[src/rtl/aor_pkg.sv]
// constants and types shared by the over-range detector files
package aor_pkg;
  localparam int unsigned DATA_W   = 8;
  localparam int unsigned ADDR_W   = 8;
  localparam int unsigned SAMPLE_W = 16;
  localparam int unsigned HOLD_W   = 4;

  // register byte addresses
  localparam logic [ADDR_W-1:0] ADDR_ENABLE   = 8'h3A;
  localparam logic [ADDR_W-1:0] ADDR_HOLD     = 8'h3B;
  localparam logic [ADDR_W-1:0] ADDR_LIMIT    = 8'h3C;
  localparam logic [ADDR_W-1:0] ADDR_INT_STAT = 8'h40;
  localparam logic [ADDR_W-1:0] ADDR_INT_CLR  = 8'h41;
  localparam logic [ADDR_W-1:0] ADDR_INT_EN   = 8'h42;
  localparam logic [ADDR_W-1:0] ADDR_LIVE     = 8'h43;
  localparam logic [ADDR_W-1:0] ADDR_EVT_CNT  = 8'h44;

  // field positions and reset values
  localparam int unsigned ENABLE_BIT      = 0;
  localparam int unsigned HOLD_LSB        = 0;
  localparam int unsigned HOLD_SEL_W      = 2;
  localparam int unsigned INT_W           = 2;
  localparam int unsigned INT_EVENT_BIT   = 0;
  localparam int unsigned INT_RELEASE_BIT = 1;
  localparam int unsigned LIVE_IND_BIT    = 0;
  localparam int unsigned LIVE_HIT_BIT    = 1;
  localparam int unsigned LIVE_CNT_LSB    = 4;
  localparam logic [DATA_W-1:0] REG_RESET = 8'h00;
  localparam logic [DATA_W-1:0] READ_ZERO = 8'h00;
  localparam logic [DATA_W-1:0] CNT_MAX   = 8'hFF;

  // extra indicator cycles per hold select code 0..3
  localparam logic [HOLD_W-1:0] HOLD_EXT_0 = 4'h0;
  localparam logic [HOLD_W-1:0] HOLD_EXT_1 = 4'h3;
  localparam logic [HOLD_W-1:0] HOLD_EXT_2 = 4'h7;
  localparam logic [HOLD_W-1:0] HOLD_EXT_3 = 4'hF;

  // limit code is scaled by 128 codes, i.e. shifted left by 7
  localparam int unsigned LIMIT_SHIFT = 7;
  localparam logic signed [SAMPLE_W:0] FULL_POS = 17'sh07FFF;
  localparam logic signed [SAMPLE_W:0] FULL_NEG = -17'sh08000;

  // cycles from a sample at the input to its effect on the indicator
  localparam int unsigned PIPE_LATENCY = 2;

  typedef enum logic [1:0] {
    AOR_HOLD_NONE,
    AOR_HOLD_SHORT,
    AOR_HOLD_MID,
    AOR_HOLD_LONG
  } aor_hold_sel_t;
endpackage

[src/rtl/aor_limit_cmp.sv]
// symmetric threshold comparator for one signed sample
`timescale 1ns/1ps
module aor_limit_cmp (
  input  wire logic [aor_pkg::SAMPLE_W-1:0] sample,
  input  wire logic [aor_pkg::DATA_W-1:0]   limitCode,
  output logic                              beyond,
  output logic signed [aor_pkg::SAMPLE_W:0] hiLimit,
  output logic signed [aor_pkg::SAMPLE_W:0] loLimit
);
  logic signed [aor_pkg::SAMPLE_W:0] sampleExt;
  logic signed [aor_pkg::SAMPLE_W:0] scaled;

  assign sampleExt = {sample[aor_pkg::SAMPLE_W-1], sample};
  assign scaled    = $signed({2'b00, limitCode, {aor_pkg::LIMIT_SHIFT{1'b0}}});

  always_comb begin
    if (limitCode == aor_pkg::READ_ZERO) begin
      // full scale: a sample sitting on either rail counts as clipped
      hiLimit = aor_pkg::FULL_POS;
      loLimit = aor_pkg::FULL_NEG;
      beyond  = (sampleExt >= hiLimit) || (sampleExt <= loLimit);
    end else begin
      hiLimit = scaled;
      loLimit = -scaled;
      beyond  = (sampleExt > hiLimit) || (sampleExt < loLimit);
    end
  end
endmodule

[src/rtl/aor_stretch.sv]
// indicator stretcher counted in core clock cycles
`timescale 1ns/1ps
module aor_stretch (
  input  wire logic                        core_clk,
  input  wire logic                        rstn,
  input  wire logic                        ce,
  input  wire logic                        clear,
  input  wire logic                        hitIn,
  input  wire logic [aor_pkg::HOLD_W-1:0]  holdLen,
  output logic                             stretched,
  output logic [aor_pkg::HOLD_W-1:0]       remain
);
  always_ff @(posedge core_clk or negedge rstn) begin
    if (!rstn) begin
      stretched <= 1'b0;
      remain    <= '0;
    end else if (ce) begin
      if (clear) begin
        stretched <= 1'b0;
        remain    <= '0;
      end else if (hitIn) begin
        stretched <= 1'b1;
        remain    <= holdLen;
      end else if (remain != '0) begin
        stretched <= 1'b1;
        remain    <= remain - 1'b1;
      end else begin
        stretched <= 1'b0;
      end
    end
  end

  property p_restart;
    @(posedge core_clk) disable iff (!rstn || !ce)
    (hitIn && !clear) |=> (stretched && remain == $past(holdLen));
  endproperty
  a_restart: assert property (p_restart) else $error("hold count not reloaded on hit");

  property p_countdown;
    @(posedge core_clk) disable iff (!rstn || !ce)
    (!hitIn && !clear && remain != '0) |=> (stretched && remain == $past(remain) - 1'b1);
  endproperty
  a_countdown: assert property (p_countdown) else $error("hold count did not step down");
endmodule

[src/rtl/aor_detector.sv]
// over-range detector top: registers, threshold compare, hold stretch, pin drive, interrupts
//
// Operation
// with the enable bit at 0, its reset value, detection is off and no indicator is presented.
// with the enable bit at 1, detection runs and the indicator drives the serial data output pin.
// software writes zeros in the reserved bits above each configuration field.
// a sample whose magnitude exceeds the active limit is an over-range event and raises the indicators.
// after the input returns in range the indicator stays up for 0, 3, 7 or 15 more cycles per hold code.
// the hold extension is counted in core sampling clock cycles.
// a fixed pipeline latency lies between a sample and the matching rise or fall of the indicator.
// each 16-bit signed sample is compared with the programmed limits and sets the flag when beyond them.
// a nonzero limit code N gives symmetric limits of plus and minus N times 128 codes.
// a zero limit code, its reset value, gives the full-scale limits +32767 and -32768.
// a new over-range sample during the hold restarts the hold count at its full length.
//
// Added by the designer: strobed register access.
`timescale 1ns/1ps
module aor_detector (
  input  wire logic                          core_clk,
  input  wire logic                          rstn,
  input  wire logic                          ce,
  // register port
  input  wire logic [aor_pkg::ADDR_W-1:0]    regAddr,
  input  wire logic [aor_pkg::DATA_W-1:0]    regWdata,
  input  wire logic                          regWr,
  input  wire logic                          regRd,
  output logic [aor_pkg::DATA_W-1:0]         regRdata,
  // sample stream from the converter core
  input  wire logic [aor_pkg::SAMPLE_W-1:0]  sampleData,
  input  wire logic                          sampleValid,
  // indicator, pin and interrupt
  output logic                               rangeExcessFlag,
  output logic                               sdoOut,
  output logic                               sdoOe,
  output logic                               irq
);
  ////////////////////////////////////////////////////////////////////////////
  // configuration and status registers
  logic                                rangeDetectEnable;
  aor_pkg::aor_hold_sel_t              indicatorStretchSelect;
  logic [aor_pkg::DATA_W-1:0]          rangeLimitCode;
  logic [aor_pkg::INT_W-1:0]           intEnable;
  logic [aor_pkg::INT_W-1:0]           intStatus;
  logic [aor_pkg::DATA_W-1:0]          eventCount;

  logic                                wrEnable;
  logic                                wrHold;
  logic                                wrLimit;
  logic                                wrIntClr;
  logic                                wrIntEn;

  assign wrEnable = ce && regWr && (regAddr == aor_pkg::ADDR_ENABLE);
  assign wrHold   = ce && regWr && (regAddr == aor_pkg::ADDR_HOLD);
  assign wrLimit  = ce && regWr && (regAddr == aor_pkg::ADDR_LIMIT);
  assign wrIntClr = ce && regWr && (regAddr == aor_pkg::ADDR_INT_CLR);
  assign wrIntEn  = ce && regWr && (regAddr == aor_pkg::ADDR_INT_EN);

  // only the active field bits are kept; reserved bits are expected to be written as zero
  always_ff @(posedge core_clk or negedge rstn) begin
    if (!rstn) begin
      rangeDetectEnable <= 1'b0;
    end else if (wrEnable) begin
      rangeDetectEnable <= regWdata[aor_pkg::ENABLE_BIT];
    end
  end

  always_ff @(posedge core_clk or negedge rstn) begin
    if (!rstn) begin
      indicatorStretchSelect <= aor_pkg::AOR_HOLD_NONE;
    end else if (wrHold) begin
      indicatorStretchSelect <= aor_pkg::aor_hold_sel_t'(
        regWdata[aor_pkg::HOLD_LSB +: aor_pkg::HOLD_SEL_W]);
    end
  end

  always_ff @(posedge core_clk or negedge rstn) begin
    if (!rstn) begin
      rangeLimitCode <= aor_pkg::REG_RESET;
    end else if (wrLimit) begin
      rangeLimitCode <= regWdata;
    end
  end

  always_ff @(posedge core_clk or negedge rstn) begin
    if (!rstn) begin
      intEnable <= '0;
    end else if (wrIntEn) begin
      intEnable <= regWdata[aor_pkg::INT_W-1:0];
    end
  end

  ////////////////////////////////////////////////////////////////////////////
  // hold length decode
  logic [aor_pkg::HOLD_W-1:0]          holdLen;

  always_comb begin
    unique case (indicatorStretchSelect)
      aor_pkg::AOR_HOLD_NONE:  holdLen = aor_pkg::HOLD_EXT_0;
      aor_pkg::AOR_HOLD_SHORT: holdLen = aor_pkg::HOLD_EXT_1;
      aor_pkg::AOR_HOLD_MID:   holdLen = aor_pkg::HOLD_EXT_2;
      aor_pkg::AOR_HOLD_LONG:  holdLen = aor_pkg::HOLD_EXT_3;
    endcase
  end

  ////////////////////////////////////////////////////////////////////////////
  // threshold compare, registered as the first pipeline stage
  logic                                sampleBeyond;
  logic signed [aor_pkg::SAMPLE_W:0]   hiLimit;
  logic signed [aor_pkg::SAMPLE_W:0]   loLimit;
  logic                                hitFlag;

  aor_limit_cmp u_cmp (
    .sample    (sampleData),
    .limitCode (rangeLimitCode),
    .beyond    (sampleBeyond),
    .hiLimit   (hiLimit),
    .loLimit   (loLimit)
  );

  // a cycle without a valid sample counts as in range
  always_ff @(posedge core_clk or negedge rstn) begin
    if (!rstn) begin
      hitFlag <= 1'b0;
    end else if (ce) begin
      hitFlag <= rangeDetectEnable && sampleValid && sampleBeyond;
    end
  end

  ////////////////////////////////////////////////////////////////////////////
  // hold stretch, second pipeline stage
  logic                                stretched;
  logic [aor_pkg::HOLD_W-1:0]          remain;

  aor_stretch u_stretch (
    .core_clk  (core_clk),
    .rstn      (rstn),
    .ce        (ce),
    .clear     (!rangeDetectEnable),
    .hitIn     (hitFlag),
    .holdLen   (holdLen),
    .stretched (stretched),
    .remain    (remain)
  );

  assign rangeExcessFlag = stretched;
  assign sdoOut          = stretched;
  assign sdoOe           = rangeDetectEnable;

  ////////////////////////////////////////////////////////////////////////////
  // events and interrupts
  logic                                stretchedDly;
  logic                                evtStart;
  logic                                evtRelease;

  always_ff @(posedge core_clk or negedge rstn) begin
    if (!rstn) begin
      stretchedDly <= 1'b0;
    end else if (ce) begin
      stretchedDly <= stretched;
    end
  end

  assign evtStart   = stretched && !stretchedDly;
  assign evtRelease = !stretched && stretchedDly;

  // an event in the same cycle as its clear keeps the bit set
  always_ff @(posedge core_clk or negedge rstn) begin
    if (!rstn) begin
      intStatus <= '0;
    end else if (ce) begin
      intStatus[aor_pkg::INT_EVENT_BIT] <= evtStart ||
        (intStatus[aor_pkg::INT_EVENT_BIT] && !(wrIntClr && regWdata[aor_pkg::INT_EVENT_BIT]));
      intStatus[aor_pkg::INT_RELEASE_BIT] <= evtRelease ||
        (intStatus[aor_pkg::INT_RELEASE_BIT] && !(wrIntClr && regWdata[aor_pkg::INT_RELEASE_BIT]));
    end
  end

  assign irq = |(intStatus & intEnable);

  // saturating count of indicator rises, cleared by clearing the event status bit
  always_ff @(posedge core_clk or negedge rstn) begin
    if (!rstn) begin
      eventCount <= aor_pkg::REG_RESET;
    end else if (ce) begin
      if (evtStart && eventCount != aor_pkg::CNT_MAX) begin
        eventCount <= eventCount + 1'b1;
      end else if (!evtStart && wrIntClr && regWdata[aor_pkg::INT_EVENT_BIT]) begin
        eventCount <= aor_pkg::REG_RESET;
      end
    end
  end

  ////////////////////////////////////////////////////////////////////////////
  // read path: data one cycle after the read strobe, unmapped reads return zero
  logic [aor_pkg::DATA_W-1:0]          next_regRdata;
  logic [aor_pkg::DATA_W-1:0]          liveWord;

  always_comb begin
    liveWord = aor_pkg::READ_ZERO;
    liveWord[aor_pkg::LIVE_IND_BIT] = stretched;
    liveWord[aor_pkg::LIVE_HIT_BIT] = hitFlag;
    liveWord[aor_pkg::LIVE_CNT_LSB +: aor_pkg::HOLD_W] = remain;
  end

  always_comb begin
    next_regRdata = aor_pkg::READ_ZERO;
    unique case (regAddr)
      aor_pkg::ADDR_ENABLE: next_regRdata[aor_pkg::ENABLE_BIT] = rangeDetectEnable;
      aor_pkg::ADDR_HOLD:
        next_regRdata[aor_pkg::HOLD_LSB +: aor_pkg::HOLD_SEL_W] = indicatorStretchSelect;
      aor_pkg::ADDR_LIMIT:    next_regRdata = rangeLimitCode;
      aor_pkg::ADDR_INT_STAT: next_regRdata[aor_pkg::INT_W-1:0] = intStatus;
      aor_pkg::ADDR_INT_EN:   next_regRdata[aor_pkg::INT_W-1:0] = intEnable;
      aor_pkg::ADDR_LIVE:     next_regRdata = liveWord;
      aor_pkg::ADDR_EVT_CNT:  next_regRdata = eventCount;
      default:                next_regRdata = aor_pkg::READ_ZERO;
    endcase
  end

  always_ff @(posedge core_clk or negedge rstn) begin
    if (!rstn) begin
      regRdata <= aor_pkg::READ_ZERO;
    end else if (ce) begin
      regRdata <= regRd ? next_regRdata : aor_pkg::READ_ZERO;
    end
  end

  ////////////////////////////////////////////////////////////////////////////
  // checks
  property p_disabled_quiet;
    @(posedge core_clk) disable iff (!rstn)
    (ce && !rangeDetectEnable && !(wrEnable && regWdata[aor_pkg::ENABLE_BIT])) |=> (!rangeExcessFlag && !sdoOe);
  endproperty
  a_disabled_quiet: assert property (p_disabled_quiet) else $error("indicator active while disabled");

  property p_pin_drive;
    @(posedge core_clk) disable iff (!rstn || !ce)
    (rangeDetectEnable && sampleValid && sampleBeyond) ##1 (rangeDetectEnable && !wrEnable) |=> (sdoOut && sdoOe);
  endproperty
  a_pin_drive: assert property (p_pin_drive) else $error("pin not driven with indicator");

  property p_latency_rise;
    @(posedge core_clk) disable iff (!rstn || !ce)
    (rangeDetectEnable && sampleValid && sampleBeyond) ##1 rangeDetectEnable |=> rangeExcessFlag;
  endproperty
  a_latency_rise: assert property (p_latency_rise) else $error("indicator late after over-range sample");

  property p_hit_stage;
    @(posedge core_clk) disable iff (!rstn || !ce)
    (rangeDetectEnable && sampleValid && sampleData == 16'h7FFF) |=> hitFlag;
  endproperty
  a_hit_stage: assert property (p_hit_stage) else $error("positive rail sample not flagged");

  // helper for the long hold checks: counts enabled quiet cycles since the last hit
  localparam int unsigned QUIET_LONG = aor_pkg::HOLD_EXT_3 + 1;
  logic [aor_pkg::HOLD_W:0]            quietRun;

  always_ff @(posedge core_clk or negedge rstn) begin
    if (!rstn) begin
      quietRun <= '0;
    end else if (ce) begin
      if (!rangeDetectEnable || indicatorStretchSelect != aor_pkg::AOR_HOLD_LONG) begin
        quietRun <= '0;
      end else if (hitFlag) begin
        quietRun <= {{aor_pkg::HOLD_W{1'b0}}, 1'b1};
      end else if (quietRun != '0 && quietRun <= QUIET_LONG) begin
        quietRun <= quietRun + 1'b1;
      end
    end
  end

  property p_hold_long;
    @(posedge core_clk) disable iff (!rstn || !ce || !rangeDetectEnable)
    (quietRun == QUIET_LONG) |-> (rangeExcessFlag && remain == '0);
  endproperty
  a_hold_long: assert property (p_hold_long) else $error("long hold not fifteen cycles");

  property p_hold_long_end;
    @(posedge core_clk) disable iff (!rstn || !ce || !rangeDetectEnable)
    (quietRun == QUIET_LONG && !hitFlag) |=> !rangeExcessFlag;
  endproperty
  a_hold_long_end: assert property (p_hold_long_end) else $error("long hold ran past fifteen cycles");

  property p_hold_none;
    @(posedge core_clk) disable iff (!rstn || !ce || !rangeDetectEnable)
    (hitFlag && indicatorStretchSelect == aor_pkg::AOR_HOLD_NONE) ##1 !hitFlag |=> !rangeExcessFlag;
  endproperty
  a_hold_none: assert property (p_hold_none) else $error("indicator stretched with zero hold");

  property p_limit_scale;
    @(posedge core_clk) disable iff (!rstn)
    (rangeLimitCode != 8'h00) |-> (hiLimit == $signed({9'h000, rangeLimitCode}) * 128 && loLimit == -hiLimit);
  endproperty
  a_limit_scale: assert property (p_limit_scale) else $error("scaled limit wrong");

  property p_limit_full;
    @(posedge core_clk) disable iff (!rstn)
    (rangeLimitCode == 8'h00) |-> (hiLimit == 17'sh07FFF && loLimit == -17'sh08000);
  endproperty
  a_limit_full: assert property (p_limit_full) else $error("full scale limit wrong");

  property p_sticky_event;
    @(posedge core_clk) disable iff (!rstn || !ce)
    evtStart |=> intStatus[aor_pkg::INT_EVENT_BIT];
  endproperty
  a_sticky_event: assert property (p_sticky_event) else $error("event status bit lost");

  property p_release_event;
    @(posedge core_clk) disable iff (!rstn || !ce)
    evtRelease |=> intStatus[aor_pkg::INT_RELEASE_BIT];
  endproperty
  a_release_event: assert property (p_release_event) else $error("release status bit lost");

  property p_hold_short;
    @(posedge core_clk) disable iff (!rstn || !ce || !rangeDetectEnable)
    (hitFlag && indicatorStretchSelect == aor_pkg::AOR_HOLD_SHORT) ##1
      (!hitFlag && indicatorStretchSelect == aor_pkg::AOR_HOLD_SHORT) [*3] |=> (rangeExcessFlag && remain == '0);
  endproperty
  a_hold_short: assert property (p_hold_short) else $error("short hold not three cycles");

  property p_hold_mid;
    @(posedge core_clk) disable iff (!rstn || !ce || !rangeDetectEnable)
    (hitFlag && indicatorStretchSelect == aor_pkg::AOR_HOLD_MID) ##1
      (!hitFlag && indicatorStretchSelect == aor_pkg::AOR_HOLD_MID) [*7] |=> (rangeExcessFlag && remain == '0);
  endproperty
  a_hold_mid: assert property (p_hold_mid) else $error("mid hold not seven cycles");

  property p_no_hit_disabled;
    @(posedge core_clk) disable iff (!rstn)
    (ce && !rangeDetectEnable) |=> !hitFlag;
  endproperty
  a_no_hit_disabled: assert property (p_no_hit_disabled) else $error("hit stage set while disabled");

  property p_invalid_quiet;
    @(posedge core_clk) disable iff (!rstn)
    (ce && !sampleValid) |=> !hitFlag;
  endproperty
  a_invalid_quiet: assert property (p_invalid_quiet) else $error("hit stage set without a valid sample");

  property p_neg_rail;
    @(posedge core_clk) disable iff (!rstn || !ce)
    (rangeDetectEnable && sampleValid && sampleData == 16'h8000) |=> hitFlag;
  endproperty
  a_neg_rail: assert property (p_neg_rail) else $error("negative rail sample not flagged");

  property p_full_inside;
    @(posedge core_clk) disable iff (!rstn || !ce)
    (rangeDetectEnable && sampleValid && rangeLimitCode == 8'h00 && sampleData == 16'h7FFE) |=> !hitFlag;
  endproperty
  a_full_inside: assert property (p_full_inside) else $error("in-range sample flagged at full scale");
endmodule

[config.mk]
export PLATFORM = sky130hd
export DESIGN_NAME = aor_detector
export DESIGN_NICKNAME = d
export VERILOG_FILES = /design/src/rtl/aor_pkg.sv /design/src/rtl/aor_limit_cmp.sv /design/src/rtl/aor_stretch.sv /design/src/rtl/aor_detector.sv
export SDC_FILE = /design/constraint.sdc
export NUM_CORES = 1
export LEC_CHECK = 0
export BUFFER_PORTS_ARGS = -buffer_cell sky130_fd_sc_hd__buf_4
export CAP_MARGIN = 20
export CORE_ASPECT_RATIO = 2
export CORE_MARGIN = 4
export CORE_UTILIZATION = 35
export DETAILED_ROUTE_END_ITERATION = 7
export GPL_ROUTABILITY_DRIVEN = 0
export SLEW_MARGIN = 20
export SYNTH_ARGS = -nofsm -noshare
export SYNTH_HDL_FRONTEND = slang
export SYNTH_SLANG_ARGS = --single-unit
[constraint.sdc]
create_clock -name core_clk -period 4.3 [get_ports core_clk]
set_input_delay 0.86 -clock core_clk [delete_from_list [all_inputs] [get_ports core_clk]]
set_output_delay 0.86 -clock core_clk [all_outputs]
set_load 0.005 [all_outputs]
---- After elaboration in Yosys (flattened, before gate mapping) ----
Cells that the tools add are included.
cells by class
  add/sub/neg operators ................... 3
  magnitude comparators ................... 4
  equal/unequal tests ..................... 13
  muxes and demuxes ....................... 14
  bitwise logic cells ..................... 1
  reductions and logical operators ........ 33
operators with widths
  operator                                              number
  equality test 8 x 7 -> 1 bit (second input constant)  5
  equality test 8 x 6 -> 1 bit (second input constant)  3
  two-way mux 8 bit                                     3
  case mux 6 bit (3 select lines)                       1
  logical AND 1 bit                                     17
  less-than comparator 16 x 17 -> 1 bit                 1
  negator 15 -> 17 bit                                  1
  >= comparator 16 bit (second input constant)          1
  > comparator 16 bit                                   1
  <= comparator 16 bit (second input constant)          1
  case mux 4 bit (4 select lines)                       1
  two-way mux 4 bit                                     3
  adder 8 x 1 -> 8 bit (second input constant)          1
  zero test 8 bit                                       1
  inequality test 8 bit (second input constant)         1
  case mux 1 bit (7 select lines)                       1
  case mux 1 bit (6 select lines)                       1
  zero test 1 bit                                       5
  equality test 2 bit (second input constant)           2
  logical OR 1 bit                                      4
  two-way mux 1 bit                                     4
  AND reduction 2 bit                                   2
  nonzero test 4 bit                                    1
  subtractor 4 x 1 -> 4 bit (second input constant)     1
  other kinds (6)                                       6
storage, ports and cells
  register bits after elaboration ......... 38
  input bits .............................. 38
  output and inout bits ................... 12
  word-level logic and storage cells ...... 79

---- Longest topological paths before layout ----
  word-level depth ........................ 7
  gate-level depth with buffers ........... 10
  depth with buffers taken out ............ 10

---- Cells and area by module ----
A second synthesis with hierarchy kept.
second synthesis, totals
  cell total of the unflattened synthesis .. 335
  area total of the unflattened synthesis .. 3052.9 sq um
modules (own cells, without submodules)
  module         times used  cells an instance  area an instance (sq um)  sequential area each (sq um)
  aor_detector   1           181                1904.3                    825.8
  aor_limit_cmp  1           121                844.6                     0.0
  aor_stretch    1           33                 304.0                     125.1

---- Worst setup path after synthesis ----
Ideal clock, no wire load.
  path kind ............................... input to register
  start point ............................. input sampleData[13] in the netlist's numbering
  end point ............................... register hitFlag
  setup time .............................. 126 ps
  arrival ................................. 2099 ps
  required time ........................... 4174 ps
  slack ................................... 2075 ps
  cell stages on the path ................. 6
  path buffers ............................ 0
  cell sequence ........................... ha_1 a22o_1 nor4_1 o221ai_1 and3_1 o32a_1
on the way
  cells in the longest elaborated chain, start to end .. 4
  elaborated cells between the ends (all ways) .. 8
  classes of those cells .................. 4 x order compare; 1 x mux; 3 x reduce/logical
RTL lines
  element                                                              line                                      source
  start: declaration                                                   aor_detector.sv:29                        input wire logic [aor_pkg::SAMPLE_W-1:0] sampleData,
  less-than comparator 16 x 17 -> 1 bit, or another cell as far along  aor_limit_cmp.sv:25                       beyond = (sampleExt > hiLimit) || (sampleExt < loLimit);
  logical OR 1 bit, on equally long branches                           aor_limit_cmp.sv:25, aor_limit_cmp.sv:21
  two-way mux 1 bit *                                                  aor_limit_cmp.sv:17                       if (limitCode == aor_pkg::READ_ZERO) begin
  logical AND 1 bit *                                                  aor_detector.sv:125                       hitFlag <= rangeDetectEnable && sampleValid && sampleBeyond;
  end signal: assignment                                               aor_detector.sv:125
  end: declaration                                                     aor_detector.sv:110                       logic hitFlag;
Mark *: on every way between the ends. The rest lies on a longest branch, timed or not.
A chain may end at the register's enable or synchronous reset.

---- Final worst setup path ----
  start point ............................. register rangeLimitCode[2] in the netlist's numbering
  end point ............................... register hitFlag
on the way
  cells in the longest elaborated chain, start to end .. 5
  elaborated cells between the ends (all ways) .. 7
  classes of those cells .................. 1 x add/sub; 2 x order compare; 1 x mux; 3 x reduce/logical
RTL lines
  element                                line                 source
  start: declaration                     aor_detector.sv:41   logic [aor_pkg::DATA_W-1:0] rangeLimitCode;
  start signal: assignment               aor_detector.sv:78   rangeLimitCode <= aor_pkg::REG_RESET;
  start signal: assignment               aor_detector.sv:80   rangeLimitCode <= regWdata;
  negator 15 -> 17 bit                   aor_limit_cmp.sv:24  loLimit = -scaled;
  less-than comparator 16 x 17 -> 1 bit  aor_limit_cmp.sv:25
  logical OR 1 bit                       aor_limit_cmp.sv:25
  two-way mux 1 bit *                    aor_limit_cmp.sv:17
  logical AND 1 bit *                    aor_detector.sv:125
Marks and branches as above.

==> qor.csv <==
stage,metric,value,unit
pwr,Pleak,0.00146,µW
cts,largest buffer count on any clock path,2,
synthesis,"area leader, netlist",dfrtp_1,
pwr,net switching power,228,µW
placed_design,detailed-placement wirelength estimate,6240,µm
detailed_routing,First DRT Iteration DRCs,102,
synthesis,Post-synth EDFFs,0,
die,core area,0.00732,mm²
global_route,vias in the first global route,2501,
critical_path,Critical Path Max Stage Delay,0.45,ns
synthesis,"FFs w/ async S/R, synth",1.00,
job,Max Cap Violations,0,
timing,final hold slack,0.530,ns
synthesis,top-area cell type share of the netlist area,0.357,
final_layout,final net count,384,
critical_path,CP endpoint kind,flop,
cts,clock-pin transition on the worst setup and hold timing paths,0.06,ns
synthesis,Synth cell types,60,
synthesis,synthesized area per cell,9.54,µm²
detailed_routing,First-pass DRT Iterations,4,
cts,Post-CTS Setup Inserts,0,
pwr,combinational share of power,0.151,
critical_path,CP Buf/Inv Count,0,
synthesis,sequential fraction of the synthesis area,0.357,
die,I/O pin count,50,
timing,clock skew,0.00289,ns
pwr,switching share of power,0.241,
synthesis,ys flop type,dfrtp_1,
timing,RSZ-0062 raised after global routing,false,
critical_path,Worst Path Max Fanout,6,
global_route,pin count of the biggest net entering global routing,39,
die,Die Y-Extent,131,µm
detailed_routing,via count,2372,
critical_path,worst path cell trace,"nor2_1, nand3_1, nor2_1, xnor2_1, ha_1, a21oi_1, a21oi_1, a2111oi_0, o32a_1",
synthesis,synthesized area,0.00266,mm²
cts,Clock Latency Late Sink,0.28,ns
die,# rows,44,
timing,fin crit share,0.568,
global_route,global-route wire length before repair,12500,µm
detailed_routing,WL/cell,18.5,µm
run_status,status,completed,
detailed_routing,post-route antenna net violation count,0,
cts,root buf cell,clkbuf_16,
synthesis,flip-flop and latch count after synthesis,38,
cts,Sink Count,38,
timing,Max Freq,0.409,GHz
timing,Final min period,2.44,ns
final_layout,ANT cells,0,
final_layout,Syn-to-layout area delta,22.6,%
pwr,maximum vdd drop,0.000183,V
cts,CTS resizes,0,
placed_design,Port Buffers,49,
timing,Fin. Hold Viols,0,
cts,H-tree depth,2,
critical_path,Worst Path Arrival,2.66,ns
pwr,Internal,717,µW
detailed_routing,Vias per Instance,5.69,
detailed_routing,routed wire length,7720,µm
cts,"Hold-fix buffers, CTS",0,
final_layout,layout cells sized above 1,0.243,
worst_hold_path,min-delay worst type,flop to flop,
synthesis,Synth warnings,0,
timing,final setup TNS,0,ns
global_route,initial antenna violation count,0,
timing,Slew HR,0.612,
timing,Final Max Tran Viols,0,
global_route,gr usage total,0.173,
final_layout,fin util,0.446,
synthesis,post-synthesis cell count,279,
die,Die X,69.7,µm
cts,CTS tree,yes,
global_route,total gr overflow,0,
timing,worst slew pin tran,0.574,ns
pwr,Seq pwr share,0.396,
critical_path,CP max stage cell,dfrtp_1,
detailed_routing,Post-route DRC,0,
die,die area,0.00915,mm²
critical_path,Worst Setup Start Kind,flop,
die,starting density of the core,0.364,
timing,final setup violation count,0,
critical_path,"CP delay by family, top",compound AO/OA/AOI/OAI gates,
cts,CTS buffer count,5,
synthesis,Synth area leaders,"dfrtp_1, ha_1, mux2_4, inv_1, nand2_1",
critical_path,worst path required time,4.52,ns
final_layout,fill count,713,
critical_path,Setup CP Type,flop to flop,
pwr,PD cells,289,mW/mm²
synthesis,syn nets,338,
pwr,Clk network pwr share,0.453,
[flip-flops by register name (all words and copies together) (netlist names)]
register / flops
hitFlag: 1
intEnable: 2
eventCount: 8
u_stretch.stretched: 1
rangeLimitCode: 8
indicatorStretchSelect: 2
sdoOe: 1
u_stretch.remain: 4
regRdata: 8
stretchedDly: 1
intStatus: 2
[per-layer routing]
| metal | track usage | up-vias | wire length [µm] |
|---|---|---|---|
| li1 | - | 1129 | - |
| met1 | 0.164 | 1133 | 2600 |
| met2 | 0.338 | 84 | 4380 |
| met3 | 0.0252 | 26 | 283 |
| met4 | 0.101 | 0 | 454 |
| met5 | 0 | - | 0 |
[cell usage after synthesis (3+ instances only)]
cell type	number
mux2_2	6
nor4b_1	3
mux2_1	3
nand2_1	23
a22o_1	4
ha_1	21
dfrtp_1	38
a22oi_1	4
a222oi_1	4
o21ai_0	7
inv_1	28
nand3_1	8
buf_2	4
a21oi_1	9
nand4_1	11
mux2_4	8
nor2_1	17
nor3_1	8
xnor2_1	8
o22ai_1	10
xor2_1	3
[placed cells by master (no fill, tap or decap), types with 9 or more instances in the layout]
cell     instances
buf_4           49
dfrtp_1         38
inv_1           28
nand2_1         23
ha_1            21
nor2_1          17
nand4_1         11
o22ai_1         10
a21oi_1          9
[final cells by class]
type                            instances  area, µm²  share of cell area
Multi-Input combinational cell        203       1560               0.477
Inverter                               28        105              0.0322
Tap cell                               92        115              0.0353
Clock inverter                          1       30.0             0.00920
Sequential cell                        38        951               0.291
Timing Repair Buffer                   49        368               0.113
Clock buffer                            6        139              0.0425
[power by group through the flow]
stage	clock network, µW	logic (µW)	registers (µW)
after CTS	436	143	374
after global routing	450	159	375
after global placement	0	141	381
after floorplan	0	78.6	377
final	428	142	374
after detailed placement	0	142	381
[worst register-to-register path: cells and delay by family (launching register included)]
family	cells	cell delay, ns
and+or+nand+nor	3	0.48
adders and majority gates	1	0.30
xor gates and xnor gates	1	0.18
DFF	1	0.45
AOI/OAI and AO/OA	4	1.00
[final timing paths]
kind / start / end / slack, ns / cells after the start
worst min-delay path: regRdata[3] / regRdata[3] / 0.53 / 2
worst min register to register: regRdata[3] / regRdata[3] / 0.53 / 2
min in group asynchronous: rstn / u_stretch.remain[3] / 0.54 / 1
worst max register to register: rangeLimitCode[2] / hitFlag / 1.86 / 9
max in group asynchronous: rstn / regRdata[7] / 3.41 / 1
worst max-delay path: rangeLimitCode[2] / hitFlag / 1.86 / 9
[metrics by stage]
| stage | instances | total power, µW | setup WS [ns] | area, µm² |
|---|---|---|---|---|
| after floorplan | 279 | 456 | 2.08 | 2660 |
| final | 417 | 945 | 1.86 | 3260 |
| after global routing | 417 | 985 | 1.61 | 3260 |
| after detailed placement | 410 | 523 | 1.77 | 3100 |
| after CTS | 417 | 953 | 1.83 | 3260 |
| after global placement | 410 | 521 | 1.74 | 3100 |
[cells by family after synthesis]
group | share of synthesized area
AND/OR/NAND/NOR | 0.203
AO/OA/AOI/OAI | 0.160
buffers and inverters | 0.0583
flip-flops | 0.357
adder cells (fa/ha/maj) | 0.0987
multiplexers | 0.0869
XOR/XNOR | 0.0362
Power figures use the tool's default switching activity.
